File: config.mk
export PLATFORM = sky130hd
export DESIGN_NAME = mmi_interlock
export DESIGN_NICKNAME = d
export VERILOG_FILES = /design/src/rtl/mmi_support.sv /design/src/rtl/mmi_interlock.sv
export SDC_FILE = /design/constraint.sdc
export NUM_CORES = 1
export LEC_CHECK = 0
export BUFFER_PORTS_ARGS = -buffer_cell sky130_fd_sc_hd__buf_2
export CORE_MARGIN = 2
export CORE_UTILIZATION = 49
export CTS_CLUSTER_SIZE = 30
export DETAILED_ROUTE_END_ITERATION = 8
export HOLD_SLACK_MARGIN = 0.03
export PLACE_DENSITY = 0.81
export SLEW_MARGIN = 40
export SYNTH_ARGS = -nofsm -noshare
export SYNTH_HDL_FRONTEND = slang
export SYNTH_SLANG_ARGS = --single-unit
File: constraint.sdc
create_clock -name mclk -period 1.6 [get_ports mclk]
set_clock_uncertainty 0.1 [all_clocks]
set_input_delay 0.08 -clock mclk [delete_from_list [all_inputs] [get_ports mclk]]
set_output_delay 0.08 -clock mclk [all_outputs]
set_load 0.1 [all_outputs]
File: src/rtl/mmi_support.sv
// Shared constants and the memory-port arbiter for the multiplier interlock
`timescale 1ns/10ps
`default_nettype none

package mmi_pkg;
    // Transfer kinds presented with a transfer request
    localparam logic XFER_STORE_MEM = 1'h0;
    localparam logic XFER_LOAD_REG  = 1'h1;
    // Value after reset of every control flop
    localparam logic RESET_LOW      = 1'h0;
    // Documented width of a multiply-accumulate register word
    localparam int   MAC_WIDTH      = 32;
    typedef enum logic [0:0] {
        MMI_IDLE   = 1'h0,
        MMI_ACCESS = 1'h1
    } mmi_state_type;
endpackage

// Memory-access stage owns the port; fetch is deferred to the next free slot
module mmi_bus_arbiter (
    input  wire logic acc_req,
    input  wire logic fetch_req,
    output logic      acc_grant,
    output logic      fetch_grant
);
    // Fixed priority, as for every access versus fetch conflict
    assign acc_grant   = acc_req;
    assign fetch_grant = fetch_req && !acc_req;
endmodule // mmi_bus_arbiter

`default_nettype wire

File: src/rtl/mmi_interlock.sv
// Interlock of system-register transfers against a running signed word multiply
`timescale 1ns/10ps
`default_nettype none

module mmi_interlock
    import mmi_pkg::*;
#(
    parameter int DATA_WIDTH = MAC_WIDTH
) (
    input  wire logic                  mclk,
    input  wire logic                  reset,
    input  wire logic                  xfer_valid,
    input  wire logic                  xfer_kind,
    input  wire logic [DATA_WIDTH-1:0] gpr_rdata,
    input  wire logic                  mult_busy,
    input  wire logic                  mult_last,
    input  wire logic [DATA_WIDTH-1:0] mac_rdata,
    input  wire logic                  fetch_req,
    output logic                       fetch_grant,
    output logic                       pipe_hold,
    output logic                       stage_active,
    output logic                       mem_wr_en,
    output logic [DATA_WIDTH-1:0]      mem_wr_data,
    output logic                       mac_wr_en,
    output logic [DATA_WIDTH-1:0]      mac_wr_data,
    output logic                       slot_done
);

    // Only full MAC words are supported by the write paths
    if (DATA_WIDTH != MAC_WIDTH)
    begin : g_width_check
        $error("mmi_interlock: DATA_WIDTH must equal the MAC width");
    end

    mmi_state_type         state_reg;
    logic                  kind_reg;
    logic [DATA_WIDTH-1:0] gpr_reg;
    logic                  done;
    logic                  acc_req;
    logic                  acc_grant;
    logic                  mem_wr_en_reg;
    logic                  mac_wr_en_reg;
    logic                  slot_done_reg;
    logic [DATA_WIDTH-1:0] mem_wr_data_reg;
    logic [DATA_WIDTH-1:0] mac_wr_data_reg;

    // Completion test per transfer kind
    function automatic logic stage_complete(input logic kind, input logic busy, input logic last);
        if (kind == XFER_STORE_MEM)
            stage_complete = !busy;
        else
            stage_complete = !busy || last;
    endfunction

    assign done = (state_reg == MMI_ACCESS) && stage_complete(kind_reg, mult_busy, mult_last);

    // Completing cycle is the single bus slot of the stage
    assign acc_req = done;

    // Fetch yields the port while the access completes
    mmi_bus_arbiter u_arb (
        .acc_req     (acc_req),
        .fetch_req   (fetch_req),
        .acc_grant   (acc_grant),
        .fetch_grant (fetch_grant)
    );

    // Hold younger stages for the whole stretched stage, release in the cycle after its slot
    assign pipe_hold    = (state_reg == MMI_ACCESS);
    assign stage_active = (state_reg == MMI_ACCESS);

    // Stage sequencing; new transfers are ignored while one is in flight
    always_ff @(posedge mclk)
    begin
        if (reset)
            state_reg <= MMI_IDLE;
        else
        begin
            unique case (state_reg)
                MMI_IDLE:
                    if (xfer_valid)
                        state_reg <= MMI_ACCESS;
                MMI_ACCESS:
                    if (done)
                        state_reg <= MMI_IDLE;
            endcase
        end
    end

    // Capture the transfer when it enters its access stage
    always_ff @(posedge mclk)
    begin
        if (reset)
        begin
            kind_reg <= XFER_STORE_MEM;
            gpr_reg  <= '0;
        end
        else if (state_reg == MMI_IDLE && xfer_valid)
        begin
            kind_reg <= xfer_kind;
            gpr_reg  <= gpr_rdata;
        end
    end

    // Writes are issued from flops in the cycle after the granted slot
    always_ff @(posedge mclk)
    begin
        if (reset)
        begin
            mem_wr_en_reg   <= RESET_LOW;
            mac_wr_en_reg   <= RESET_LOW;
            slot_done_reg   <= RESET_LOW;
            mem_wr_data_reg <= '0;
            mac_wr_data_reg <= '0;
        end
        else
        begin
            mem_wr_en_reg <= acc_grant && kind_reg == XFER_STORE_MEM;
            mac_wr_en_reg <= acc_grant && kind_reg == XFER_LOAD_REG;
            slot_done_reg <= acc_grant;
            if (acc_grant && kind_reg == XFER_STORE_MEM)
                mem_wr_data_reg <= mac_rdata;   // MAC read once the multiply has settled
            if (acc_grant && kind_reg == XFER_LOAD_REG)
                mac_wr_data_reg <= gpr_reg;
        end
    end

    assign mem_wr_en   = mem_wr_en_reg;
    assign mac_wr_en   = mac_wr_en_reg;
    assign slot_done   = slot_done_reg;
    assign mem_wr_data = mem_wr_data_reg;
    assign mac_wr_data = mac_wr_data_reg;

    // Store never completes while the multiplier is still busy
    AST_STORE_WAITS: assert property (
        @(posedge mclk) disable iff (reset)
        (state_reg == MMI_ACCESS && kind_reg == XFER_STORE_MEM && mult_busy) |-> !done)
        else $error("store stage completed during a busy cycle");

    // Store completes in the first free cycle after busy ends
    AST_STORE_EXTRA_CYCLE: assert property (
        @(posedge mclk) disable iff (reset)
        (state_reg == MMI_ACCESS && kind_reg == XFER_STORE_MEM && $fell(mult_busy)) |-> done)
        else $error("store stage not done one cycle after busy");

    // Load waits while the multiplier still has busy cycles to come
    AST_LOAD_WAITS: assert property (
        @(posedge mclk) disable iff (reset)
        (state_reg == MMI_ACCESS && kind_reg == XFER_LOAD_REG && mult_busy && !mult_last) |-> !done)
        else $error("load stage completed before the last busy cycle");

    // Load completes in the final busy cycle itself
    AST_LOAD_NO_EXTRA: assert property (
        @(posedge mclk) disable iff (reset)
        (state_reg == MMI_ACCESS && kind_reg == XFER_LOAD_REG && mult_busy && mult_last) |=> !pipe_hold)
        else $error("load stage overran the last busy cycle");

    // Store slot produces exactly one memory write of the MAC value
    AST_STORE_WRITES: assert property (
        @(posedge mclk) disable iff (reset)
        (done && kind_reg == XFER_STORE_MEM) |=> mem_wr_en && !mac_wr_en && mem_wr_data == $past(mac_rdata))
        else $error("store slot did not write memory");

    // Load slot writes the captured register into the MAC
    AST_LOAD_WRITES: assert property (
        @(posedge mclk) disable iff (reset)
        (done && kind_reg == XFER_LOAD_REG) |=> mac_wr_en && !mem_wr_en && mac_wr_data == $past(gpr_reg))
        else $error("load slot did not write the MAC");

    // The two write strobes never fire together
    AST_WRITES_EXCLUSIVE: assert property (
        @(posedge mclk) disable iff (reset)
        !(mem_wr_en && mac_wr_en))
        else $error("memory and MAC written in one cycle");

    // One stretched stage yields one slot, so the completion pulse never repeats
    AST_SLOT_SINGLE: assert property (
        @(posedge mclk) disable iff (reset)
        slot_done |=> !slot_done)
        else $error("access slot reported twice");

    // Fetch never shares the slot with the access
    AST_FETCH_DEFERRED: assert property (
        @(posedge mclk) disable iff (reset)
        (done && fetch_req) |-> !fetch_grant)
        else $error("fetch granted during access slot");

    // Fetch proceeds in the cycle after the access slot
    AST_FETCH_RESUMES: assert property (
        @(posedge mclk) disable iff (reset)
        (done ##1 fetch_req) |-> fetch_grant)
        else $error("fetch still blocked after access slot");

    // Outside an access stage fetch owns the port outright
    AST_FETCH_FREE_IDLE: assert property (
        @(posedge mclk) disable iff (reset)
        !pipe_hold |-> fetch_grant == fetch_req)
        else $error("fetch blocked with no access stage");

    // Fetch is free whenever no access stage completes
    AST_SLOT_SPLIT: assert property (
        @(posedge mclk) disable iff (reset)
        (pipe_hold && !done && fetch_req) |-> fetch_grant)
        else $error("fetch blocked during stretch");

    // Younger stages held from the cycle after entry
    AST_HOLD_ENTRY: assert property (
        @(posedge mclk) disable iff (reset)
        (!pipe_hold && xfer_valid) |=> pipe_hold)
        else $error("hold not raised after entry");

    // Hold stays up while the stage is still stretched
    AST_HOLD_KEEP: assert property (
        @(posedge mclk) disable iff (reset)
        (pipe_hold && !done) |=> pipe_hold)
        else $error("hold dropped before completion");

    // Younger stages resume in the cycle after completion
    AST_HOLD_RELEASE: assert property (
        @(posedge mclk) disable iff (reset)
        done |=> !pipe_hold)
        else $error("hold kept after completion");

    // A request arriving while held must not disturb the captured transfer
    AST_REQ_IGNORED: assert property (
        @(posedge mclk) disable iff (reset)
        (pipe_hold && !done) |=> $stable(kind_reg) && $stable(gpr_reg))
        else $error("transfer overwritten while held");

endmodule // mmi_interlock

`default_nettype wire

Yosys cells after proc, flatten, opt, wreduce, memory -nomap -nowiden:

Index checks and enable logic that the tools add are counted.

* add/sub/neg operators: 0
* $mul: 0
* divide/modulo/power cells: 0
* order comparisons: 0
* equal/unequal tests: 0
* shifts and indexed selects: 0
* mux-type cells: 4
* bitwise gates (word level): 2
* reduce and logical (&&, ||, !) cells: 8

Operators by type and width (number)
* logical AND 1 bit: 5
* two-way mux 1 bit: 3
* zero test 1 bit: 2
* inverter 1 bit: 2
* one-hot mux 1 bit (2 select lines): 1
* logical OR 1 bit: 1

* register bits: 101
* latch bits: 0
* RAM bits: 0
* memory bits (read-only): 0
* input bits: 71
* output and inout port bits: 70
* word-level logic and storage cells: 22
* memories: 0

Depth between registers and ports, before layout:

Gate-level depths: netlist of the first run.

* depth after elaboration: 6
* depth in mapped cells: 5
* depth with buffers taken out: 3

Hierarchy:

From an unflattened synthesis of the first run, not the netlist that was laid out.

* cell total of the unflattened synthesis: 442
* area total of the unflattened synthesis: 3510.9 um2

By module, submodules not included
* mmi_interlock: times used 1, cells each 440, area each 3489.6 um2, sequential area each 2021.9 um2
* mmi_bus_arbiter: times used 1, cells each 2, area each 21.3 um2, sequential area each 0.0 um2

Worst setup path after synthesis of the first run:

OpenSTA, ideal clock, no wires.

* path kind: register -> register
* start: reg state_reg (netlist: pipe_hold)
* end: reg mem_wr_data_reg[30] (netlist: mem_wr_data[30])
* setup time: 0.132 ns
* arrival: 1.831 ns
* required time: 1.368 ns
* slack: -0.463 ns
* cell stages (with the launch flop): 6
* path buffers: 2
* clock period less this slack: 2.063 ns
* path through: dfxtp_1 -> or3b_1 -> buf_2 -> buf_6 -> nand2_1 -> a21oi_1

* cells in the longest elaborated chain, start to end: 2

Ends and longest elaborated chain
* from (decl): RTL line mmi_interlock.sv:35 `mmi_state_type state_reg;`
* from (signal assigned): RTL line mmi_interlock.sv:76 `state_reg <= MMI_IDLE;`
* from (signal assigned): RTL line mmi_interlock.sv:82 `state_reg <= MMI_ACCESS;`
* from (signal assigned): RTL line mmi_interlock.sv:85 `state_reg <= MMI_IDLE;`
* logical AND 1 bit: RTL line mmi_interlock.sv:55 `assign done = (state_reg == MMI_ACCESS) && stage_complete(kind_reg, mult_busy, mult_last);`
* logical AND 1 bit: RTL line mmi_interlock.sv:121 `if (acc_grant && kind_reg == XFER_STORE_MEM)`
* to (signal assigned): RTL line mmi_interlock.sv:122 `mem_wr_data_reg <= mac_rdata;`
* to (decl): RTL line mmi_interlock.sv:44 `logic [DATA_WIDTH-1:0] mem_wr_data_reg;`

No other way between the ends.
A chain may end at the register's enable or synchronous reset.

Worst setup path after layout of the first run:

* start: reg kind_reg
* end: out fetch_grant

* cells in the longest elaborated chain, start to end: 4

Ends and longest elaborated chain
* from (decl): RTL line mmi_interlock.sv:36 `logic kind_reg;`
* from (signal assigned): RTL line mmi_interlock.sv:100 `kind_reg <= xfer_kind;`
* two-way mux 1 bit: RTL line mmi_interlock.sv:49 `if (kind == XFER_STORE_MEM)`
* logical AND 1 bit: RTL line mmi_interlock.sv:55
* zero test 1 bit: RTL line mmi_support.sv:28 `assign fetch_grant = fetch_req && !acc_req;`
* logical AND 1 bit: RTL line mmi_support.sv:28
* to (decl): RTL line mmi_interlock.sv:19 `output logic fetch_grant,`

No other way between the ends.

==> results.txt, run 1 <==
Clock-pin slew on the worst setup and hold paths: 0.09 ns
Wire length per cell: 13.25 um
Status: completed
Antenna diode count: 0
Most frequent cells in the layout: buf_2 (138), nand2_1 (131), dfxtp_1 (99)
Layout cell share with drive strength beyond 1: 27.19%
Number of global-route vias before repair: 3435
Number of routed nets with antenna violations: 0
Slowest library cell on the worst path: dfxtp_4
Drt drc: 0
Die Y: 92.70 um
Adder-Cell Fraction of Synth Area: 0%
Pre-CTS setup slack: 0.1675 ns
Worst Hold End: slot_done
I/O Pins: 141
Largest family of logic cells by synthesized area: simple AND/OR/NAND/NOR gates
Synth unique cells: 20
PnR worst setup slack: 0.05631 ns
Initial antenna violation count: 0
Post-synth top area share: 52.45%
Largest net degree at the start of global routing: 80
Worst reg2reg path endpoint: mem_wr_data[11]
Critical path fanouts, max: 7
Post-layout min period: 1.544 ns
CTS Root Cell: clkbuf_8
Worst-Margin Slew: 0.5142 ns
Critical path arrival: 1.36 ns
Drt total wl: 9832 um
CTS Buffer Depth: 2
Initial DRC count: 152
F_max: 647.8 MHz
Final std cells w/o fill: 742
Sequential area share after synthesis: 52.45%
Most common cell after layout, fill and taps aside: buf_2
TritonCTS clock tree: built
Syn avg cell area: 8.741 um2
DP Wirelength: 5824 um
P_leak: 2.347 nW
Setup CP Type: flip-flop to output pin
Initial Util: 50.15%
Num CTS Buffers: 9
Gr ovfl total: 0
Post-synthesis mux area share: 8.309%
Worst rel slew slack: 65.96%
DR pass1 iterations: 4
Setup total negative slack: 0 ns
Final Cycle Share: 96.48%
Simple-Gate Fraction of Synth Area: 24.86%
Rows: 32
Placed insts: 660
Core Footprint: 7687 um2
PD cells: 952.1 nW/um2
Startpoint types: flip-flop
Max_cap viols: 0
CP endpoint kind: output pin
First-pass GRT wire length: 15690 um
Post-CTS setup buffers: 0
Synthesized area: 3855 um2
Hold/Removal Path Class: input pin to flip-flop
Nets: 706
Path depth of the worst reg2reg path: 4
Die Width: 92.70 um
Synth Area in Compound Gates: 9.283%
Min-delay src: mult_last
Power after layout: 5.269 mW
R2R Setup Slk: 0.15 ns
Area growth syn-to-layout: 43.56%
R2r startpoint: pipe_hold
Top cells by area, synth: dfxtp_1 (52%), nand2_1 (13%), nand2b_1 (11%)
Ys Warns: 0
Crit path from: kind_reg
#FFs+latches synth: 101
Global-route usage over all layers: 22.90%
Vias: 3620
Cells on Worst Hold Path: 4
Syn nets: 512
XOR/XNOR Fraction of Synth Area: 0%
Number of port buffers: 140
Worst-Skew Late Latency: 0.34 ns
Slew Limit Fails: 0
Worst vdd rail ir drop: 0.6114 mV
RSZ-0062 raised after global routing: false
Final Hold Violating Endpoints: 0
Worst stage delay on the critical path: 0.38 ns
Data required, critical path: 1.42 ns
CTS H-tree lvls: 3
GP Congestion: 0.7226
Vias/cell: 4.879
Critical-path cell list: a21bo_2 -> nand2_4 -> and2_4 -> buf_12
Final setup vio count: 0
Mapped Cells: 441
Die ar.: 8592 um2
CTS sink cnt: 101
Area leader, netlist: dfxtp_1
-- how the worst max path moves through the flow --
stage                       to
2_1_floorplan      fetch_grant
3_3_place_gp   mem_wr_data[19]
3_5_place_dp   mac_wr_data[23]
4_1_cts            fetch_grant
5_1_grt            fetch_grant
6_report           fetch_grant
-- where the power goes --
part	internal [mW]	leakage [nW]	switching, mW
logic	0.332	1.41	0.570
clock network	0.869	0.112	0.844
registers	2.60	0.822	0.0531
-- stage by stage --
stage	area, um2	hold WS (ns)	util (%)
after floorplan	3859	0.1160	-
after global placement	4641	0.2212	60.37
after detailed placement	4641	0.2258	60.37
after CTS	5527	0.05599	71.89
after global routing	5534	0.07969	71.99
final	5534	0.06692	71.99
-- synthesized netlist by cell type, drive strengths merged --
library cell	instances
nor3	1
nor2b	1
o22ai	1
and2	1
clkbuf	14
a21bo	1
or3b	1
nor3b	2
inv	1
mux2i	32
a21oi	66
nand2	132
nand2b	66
buf	20
dfxtp	101
nor2	1
-- cell families after synthesis --
logic type,count (synthesis)
compound gates,68
buf+inv,35
flops,101
mux,32
simple gates,205
-- layout make-up --
type	instances	area, um2
clock buffers	12	166.4
clock inverters	4	52.55
well taps	102	127.6
multi-input cells	305	1655
flip-flops and latches	101	2029
inverters	1	3.754
repair buffers	217	1499
fillers	570	2153
-- worst max-delay path: cells and delay by family (launching register included) --
family / cells / cell delay (ns)
AOI/OAI and AO/OA: 1 / 0.22
buffers and inverters: 1 / 0.17
DFF: 1 / 0.38
and+or+nand+nor: 2 / 0.25
-- layer usage --
metal	track usage (%)	share of wire, %	vias to the layer above
met5	0	0	-
met4	5.882	0.86	0
met3	5.614	6.8	9
met2	42.27	51	130
met1	26.45	41	1688
li1	-	-	1793
-- repair_timing --
action,CTS,global route
hold buffers,66,0
endpoints found under the hold margin,66,0
setup endpoints to repair,1,1
gates resized for setup,3,2
gates cloned,0,0
Power figures use the tool's default switching activity.
==> run 2, diff against run 1 <==
--- a/config.mk
+++ b/config.mk
@@ -11,7 +11,9 @@
 export CTS_CLUSTER_SIZE = 30
 export DETAILED_ROUTE_END_ITERATION = 8
 export HOLD_SLACK_MARGIN = 0.03
+export MAX_ROUTING_LAYER = met4
 export PLACE_DENSITY = 0.81
+export SETUP_SLACK_MARGIN = 0.1
 export SLEW_MARGIN = 40
 export SYNTH_ARGS = -nofsm -noshare
 export SYNTH_HDL_FRONTEND = slang
==> results.txt, run 2 (synthesis results as in run 1) <==
DP Wirelength: 5606 um
Nets: 712
Most common cell after layout, fill and taps aside: buf_2
Reg area: 2029 um2
CTS Buffer Depth: 2
Largest net degree at the start of global routing: 135
Setup total negative slack: 0 ns
P_leak: 2.392 nW
Initial antenna violation count: 0
GR Util met3: 4.882%
Initial Util: 50.15%
Most frequent cells in the layout: buf_2 (138), nand2_1 (124), dfxtp_1 (99)
Design area: 5633 um2
Clock-pin slew on the worst setup and hold paths: 0.10 ns
Number of port buffers: 140
Pre-CTS setup slack: 0.1642 ns
PnR worst setup slack: 0.09790 ns
Startpoint types: flip-flop
DR pass1 iterations: 4
Num CTS Buffers: 9
Die Y: 92.70 um
Die Width: 92.70 um
Final Cycle Share: 93.88%
Multi-input logic area: 1689 um2
Core Footprint: 7687 um2
Setup CP Type: flip-flop to flip-flop
Layout fillers: 557
Critical path arrival: 1.61 ns
Grt met1 use: 28.16%
Drt total wl: 10250 um
Global-route usage over all layers: 23.52%
Final Hold Violating Endpoints: 0
Final Hold Slack: 0.1271 ns
Path depth of the worst reg2reg path: 5
Antenna diode count: 0
Layout cell share with drive strength beyond 1: 29.57%
Post-layout min period: 1.502 ns
Max_cap viols: 0
Final setup vio count: 0
Worst vdd rail ir drop: 0.5568 mV
R2R Setup Slk: 0.1 ns
Vias/cell: 4.866
CTS H-tree lvls: 3
Number of global-route vias before repair: 3366
Gr ovfl total: 0
Die ar.: 8592 um2
Dpl cell area: 4622 um2
GR Layer Usage met2: 39.42%
Worst rel slew slack: 66.24%
I/O Pins: 141
Worst reg2reg path endpoint: mem_wr_data[19]
Crit path from: kind_reg
Drt drc: 0
Data required, critical path: 1.71 ns
Rows: 32
Vias: 3640
Wire length per cell: 13.70 um
Power after layout: 5.173 mW
Slew Limit Fails: 0
Initial DRC count: 187
Worst-Skew Late Latency: 0.35 ns
CTS sink cnt: 101
Area growth syn-to-layout: 46.12%
CP endpoint kind: flip-flop
RSZ-0062 raised after global routing: true
First-pass GRT wire length: 15680 um
CTS Root Cell: clkbuf_8
R2r startpoint: kind_reg
GRT busiest layer: met2
Hold/Removal Path Class: input pin to flip-flop
F_max: 665.7 MHz
GP Congestion: 0.7680
Worst-Margin Slew: 0.5100 ns
TritonCTS clock tree: built
Critical path fanouts, max: 8
Crit path capture: mem_wr_data[19]
Number of routed nets with antenna violations: 0
Status: completed
PD cells: 918.3 nW/um2
## run 2: what timing repair did
item	in CTS	in global routing
pin swaps	1	2
setup endpoints to repair	2	33
cloned	0	3
resized for setup	5	14
endpoints found under the hold margin	66	0
hold buffers	66	0
buffers inserted	3	1
## run 2: final cells by class
| cell class | count | share of cell area (%) |
|---|---|---|
| Clock buffer | 11 | 2.888 |
| Clock inverter | 5 | 0.6664 |
| Inverter | 1 | 0.06664 |
| Multi-Input combinational cell | 305 | 29.99 |
| Sequential cell | 101 | 36.03 |
| Tap cell | 102 | 2.266 |
| Timing Repair Buffer | 223 | 28.10 |
## run 2: report_power, final
part	switching [mW]	internal [mW]	total (mW)	leakage (nW)
Sequential	0.0498	2.60	2.65	0.822
Combinational	0.585	0.356	0.941	1.47
Clock	0.868	0.712	1.58	0.0975
Total	1.50	3.67	5.17	2.39
## run 2: how the worst min path moves through the flow
stage          slack, ns  depth (start not counted)          start     endpoint
5_1_grt             0.16                          5     xfer_valid   gpr_reg[1]
4_1_cts             0.11                          5     xfer_valid   gpr_reg[3]
6_report            0.13                          5     xfer_valid  gpr_reg[10]
3_5_place_dp        0.23                          3  gpr_rdata[17]  gpr_reg[17]
2_1_floorplan       0.12                          2   gpr_rdata[0]   gpr_reg[0]
3_3_place_gp        0.22                          3  gpr_rdata[13]  gpr_reg[13]
## run 2: layer usage
layer | wire [um] | part of all wire, %
met5 | 0 | 0
met4 | 178 | 1.7
met3 | 709 | 6.9
met2 | 5070 | 49
met1 | 4288 | 42
## run 2: worst max-delay path: stages (launching register included)
cell,delay (ns)
dfxtp_4,0.36
buf_4,0.14
or3b_4,0.44
clkbuf_16,0.19
nand2_1,0.06
a21oi_1,0.06
## run 2: metrics by stage
step                      instances  utilization [%]
after global placement          659            60.12
after detailed placement        659            60.12
after floorplan                 441                -
after CTS                       744            71.78
after global routing            748            73.27
final                           748            73.27
==> run 3, diff against run 2 <==
--- a/config.mk
+++ b/config.mk
@@ -6,10 +6,12 @@
 export NUM_CORES = 1
 export LEC_CHECK = 0
 export BUFFER_PORTS_ARGS = -buffer_cell sky130_fd_sc_hd__buf_2
+export CAP_MARGIN = 20
 export CORE_MARGIN = 2
 export CORE_UTILIZATION = 49
-export CTS_CLUSTER_SIZE = 30
+export CTS_CLUSTER_SIZE = 20
 export DETAILED_ROUTE_END_ITERATION = 8
+export GPL_TIMING_DRIVEN = 0
 export HOLD_SLACK_MARGIN = 0.03
 export MAX_ROUTING_LAYER = met4
 export PLACE_DENSITY = 0.81
==> results.txt, run 3 (synthesis results as in run 1) <==
Max_cap viols: 0
Most common cell after layout, fill and taps aside: buf_2
Most frequent cells in the layout: buf_2 (149), nand2_1 (131), dfxtp_1 (99)
CTS Buffer Depth: 2
Rows: 32
CTS sink cnt: 101
Vias: 3730
Initial Util: 50.15%
Layout fillers: 561
CP endpoint kind: output pin
Data required, critical path: 1.42 ns
TritonCTS clock tree: built
Sw frac: 27.39%
Worst rel slew slack: 65.70%
P_sw: 1.453 mW
Hold/Removal Path Class: input pin to flip-flop
Post-layout min period: 1.507 ns
Die Width: 92.70 um
Number of port buffers: 139
Total internal power: 3.853 mW
GP Congestion: 0.7315
Wire length per cell: 13.81 um
Setup CP Type: flip-flop to output pin
Worst vdd rail ir drop: 0.6234 mV
Global-route usage over all layers: 24.74%
Critical path fanouts, max: 4
Antenna diode count: 0
Worst-Margin Slew: 0.5181 ns
Drt total wl: 10650 um
Vias/cell: 4.838
Die Y: 92.70 um
Nets: 736
P_leak: 2.446 nW
CTS H-tree lvls: 3
Critical path arrival: 1.33 ns
Area growth syn-to-layout: 48.04%
Drt drc: 0
Layout Utilization: 74.24%
Layout cell share with drive strength beyond 1: 28.25%
Num CTS Buffers: 9
Number of global-route vias before repair: 3659
Worst-Skew Late Latency: 0.35 ns
DR pass1 iterations: 4
Final setup vio count: 0
DP Wirelength: 6738 um
Slew Limit Fails: 0
Power after layout: 5.306 mW
First-pass GRT wire length: 16490 um
Combinational fraction of design power: 17.8%
RSZ-0062 raised after global routing: true
Core Footprint: 7687 um2
Clock-pin slew on the worst setup and hold paths: 0.09 ns
Largest net degree at the start of global routing: 16
Initial antenna violation count: 0
F_max: 663.4 MHz
I/O Pins: 141
Status: completed
Number of routed nets with antenna violations: 0
Die ar.: 8592 um2
Clock share of power: 32.2%
CTS Root Cell: clkbuf_8
Sequential Power Share: 50.0%
Final Cycle Share: 94.21%
Gr ovfl total: 0
Setup total negative slack: 0 ns
Startpoint types: flip-flop
Initial DRC count: 124
Final Hold Violating Endpoints: 0
PD cells: 929.8 nW/um2
-- run 3: cell types whose count changed in the layout (fill, tap and decap cells not counted), moves of 2 or more --
cell / change
a21oi_1: +2
a21oi_2: -2
buf_12: -2
buf_2: +11
buf_4: -4
buf_6: +3
buf_8: +2
clkbuf_1: +14
clkinvlp_4: -2
inv_6: -2
nand2_1: +7
nand2_2: -7
-- run 3: final timing paths --
| path | start | endpoint | slack [ns] | cells after the start |
|---|---|---|---|---|
| hold / removal | mult_busy | mem_wr_data[31] | 0.03 | 4 |
| hold reg to reg | mem_wr_data[9] | mem_wr_data[9] | 0.35 | 2 |
| setup reg to reg | kind_reg | mac_wr_data[6] | 0.16 | 6 |
| setup / recovery | kind_reg | fetch_grant | 0.09 | 4 |
-- run 3: layout make-up --
| type | count | area (um2) | share of cell area (%) |
|---|---|---|---|
| inverters | 1 | 3.754 | 0.06578 |
| clock inverters | 2 | 38.79 | 0.6797 |
| repair buffers | 213 | 1449 | 25.39 |
| clock buffers | 13 | 180.2 | 3.157 |
| plain buffers | 34 | 219.0 | 3.837 |
| multi-input cells | 305 | 1659 | 29.07 |
| well taps | 102 | 127.6 | 2.236 |
| flip-flops and latches | 101 | 2029 | 35.56 |
-- run 3: timing repair --
item	in CTS	in global routing
endpoints found under the hold margin	68	0
setup endpoints to repair	6	75
hold buffers	66	0
pin swaps	1	1
resized for setup	10	8
gates cloned	0	1
setup buffers	2	5
-- run 3: worst max-delay path, stage by stage, from the launching register on --
cell,delay (ns)
dfxtp_4,0.38
a21bo_4,0.22
nand2_4,0.06
and2_4,0.15
buf_12,0.17
-- run 3: metrics by stage --
step                      worst slack [ns]  area [um2]  std cells  hold slack [ns]
after floorplan                    0.05323        3866        441           0.1160
after global placement              0.1143        4690        682           0.2229
after CTS                          0.08874        5618        765          0.02048
after global routing               0.03783        5707        771          0.04130
final                              0.09258        5707        771          0.03280
after detailed placement           0.09774        4690        682           0.2280
-- run 3: power groups by stage --
stage,clock network (mW),logic [mW],registers (mW)
finish,1.71,0.944,2.65
global route,1.84,1.00,2.66
CTS,1.75,0.918,2.65
detailed placement,0,0.774,2.71
global placement,0,0.762,2.70
floorplan,0,0.300,2.98
-- run 3: per-layer routing --
layer / vias up / part of all wire (%) / track usage [%]
li1: 1854 / - / -
met1: 1729 / 42 / 27.05
met2: 135 / 51 / 45.50
met4: 0 / 1.5 / 8.456
met5: - / 0 / -
met3: 12 / 5.4 / 4.150
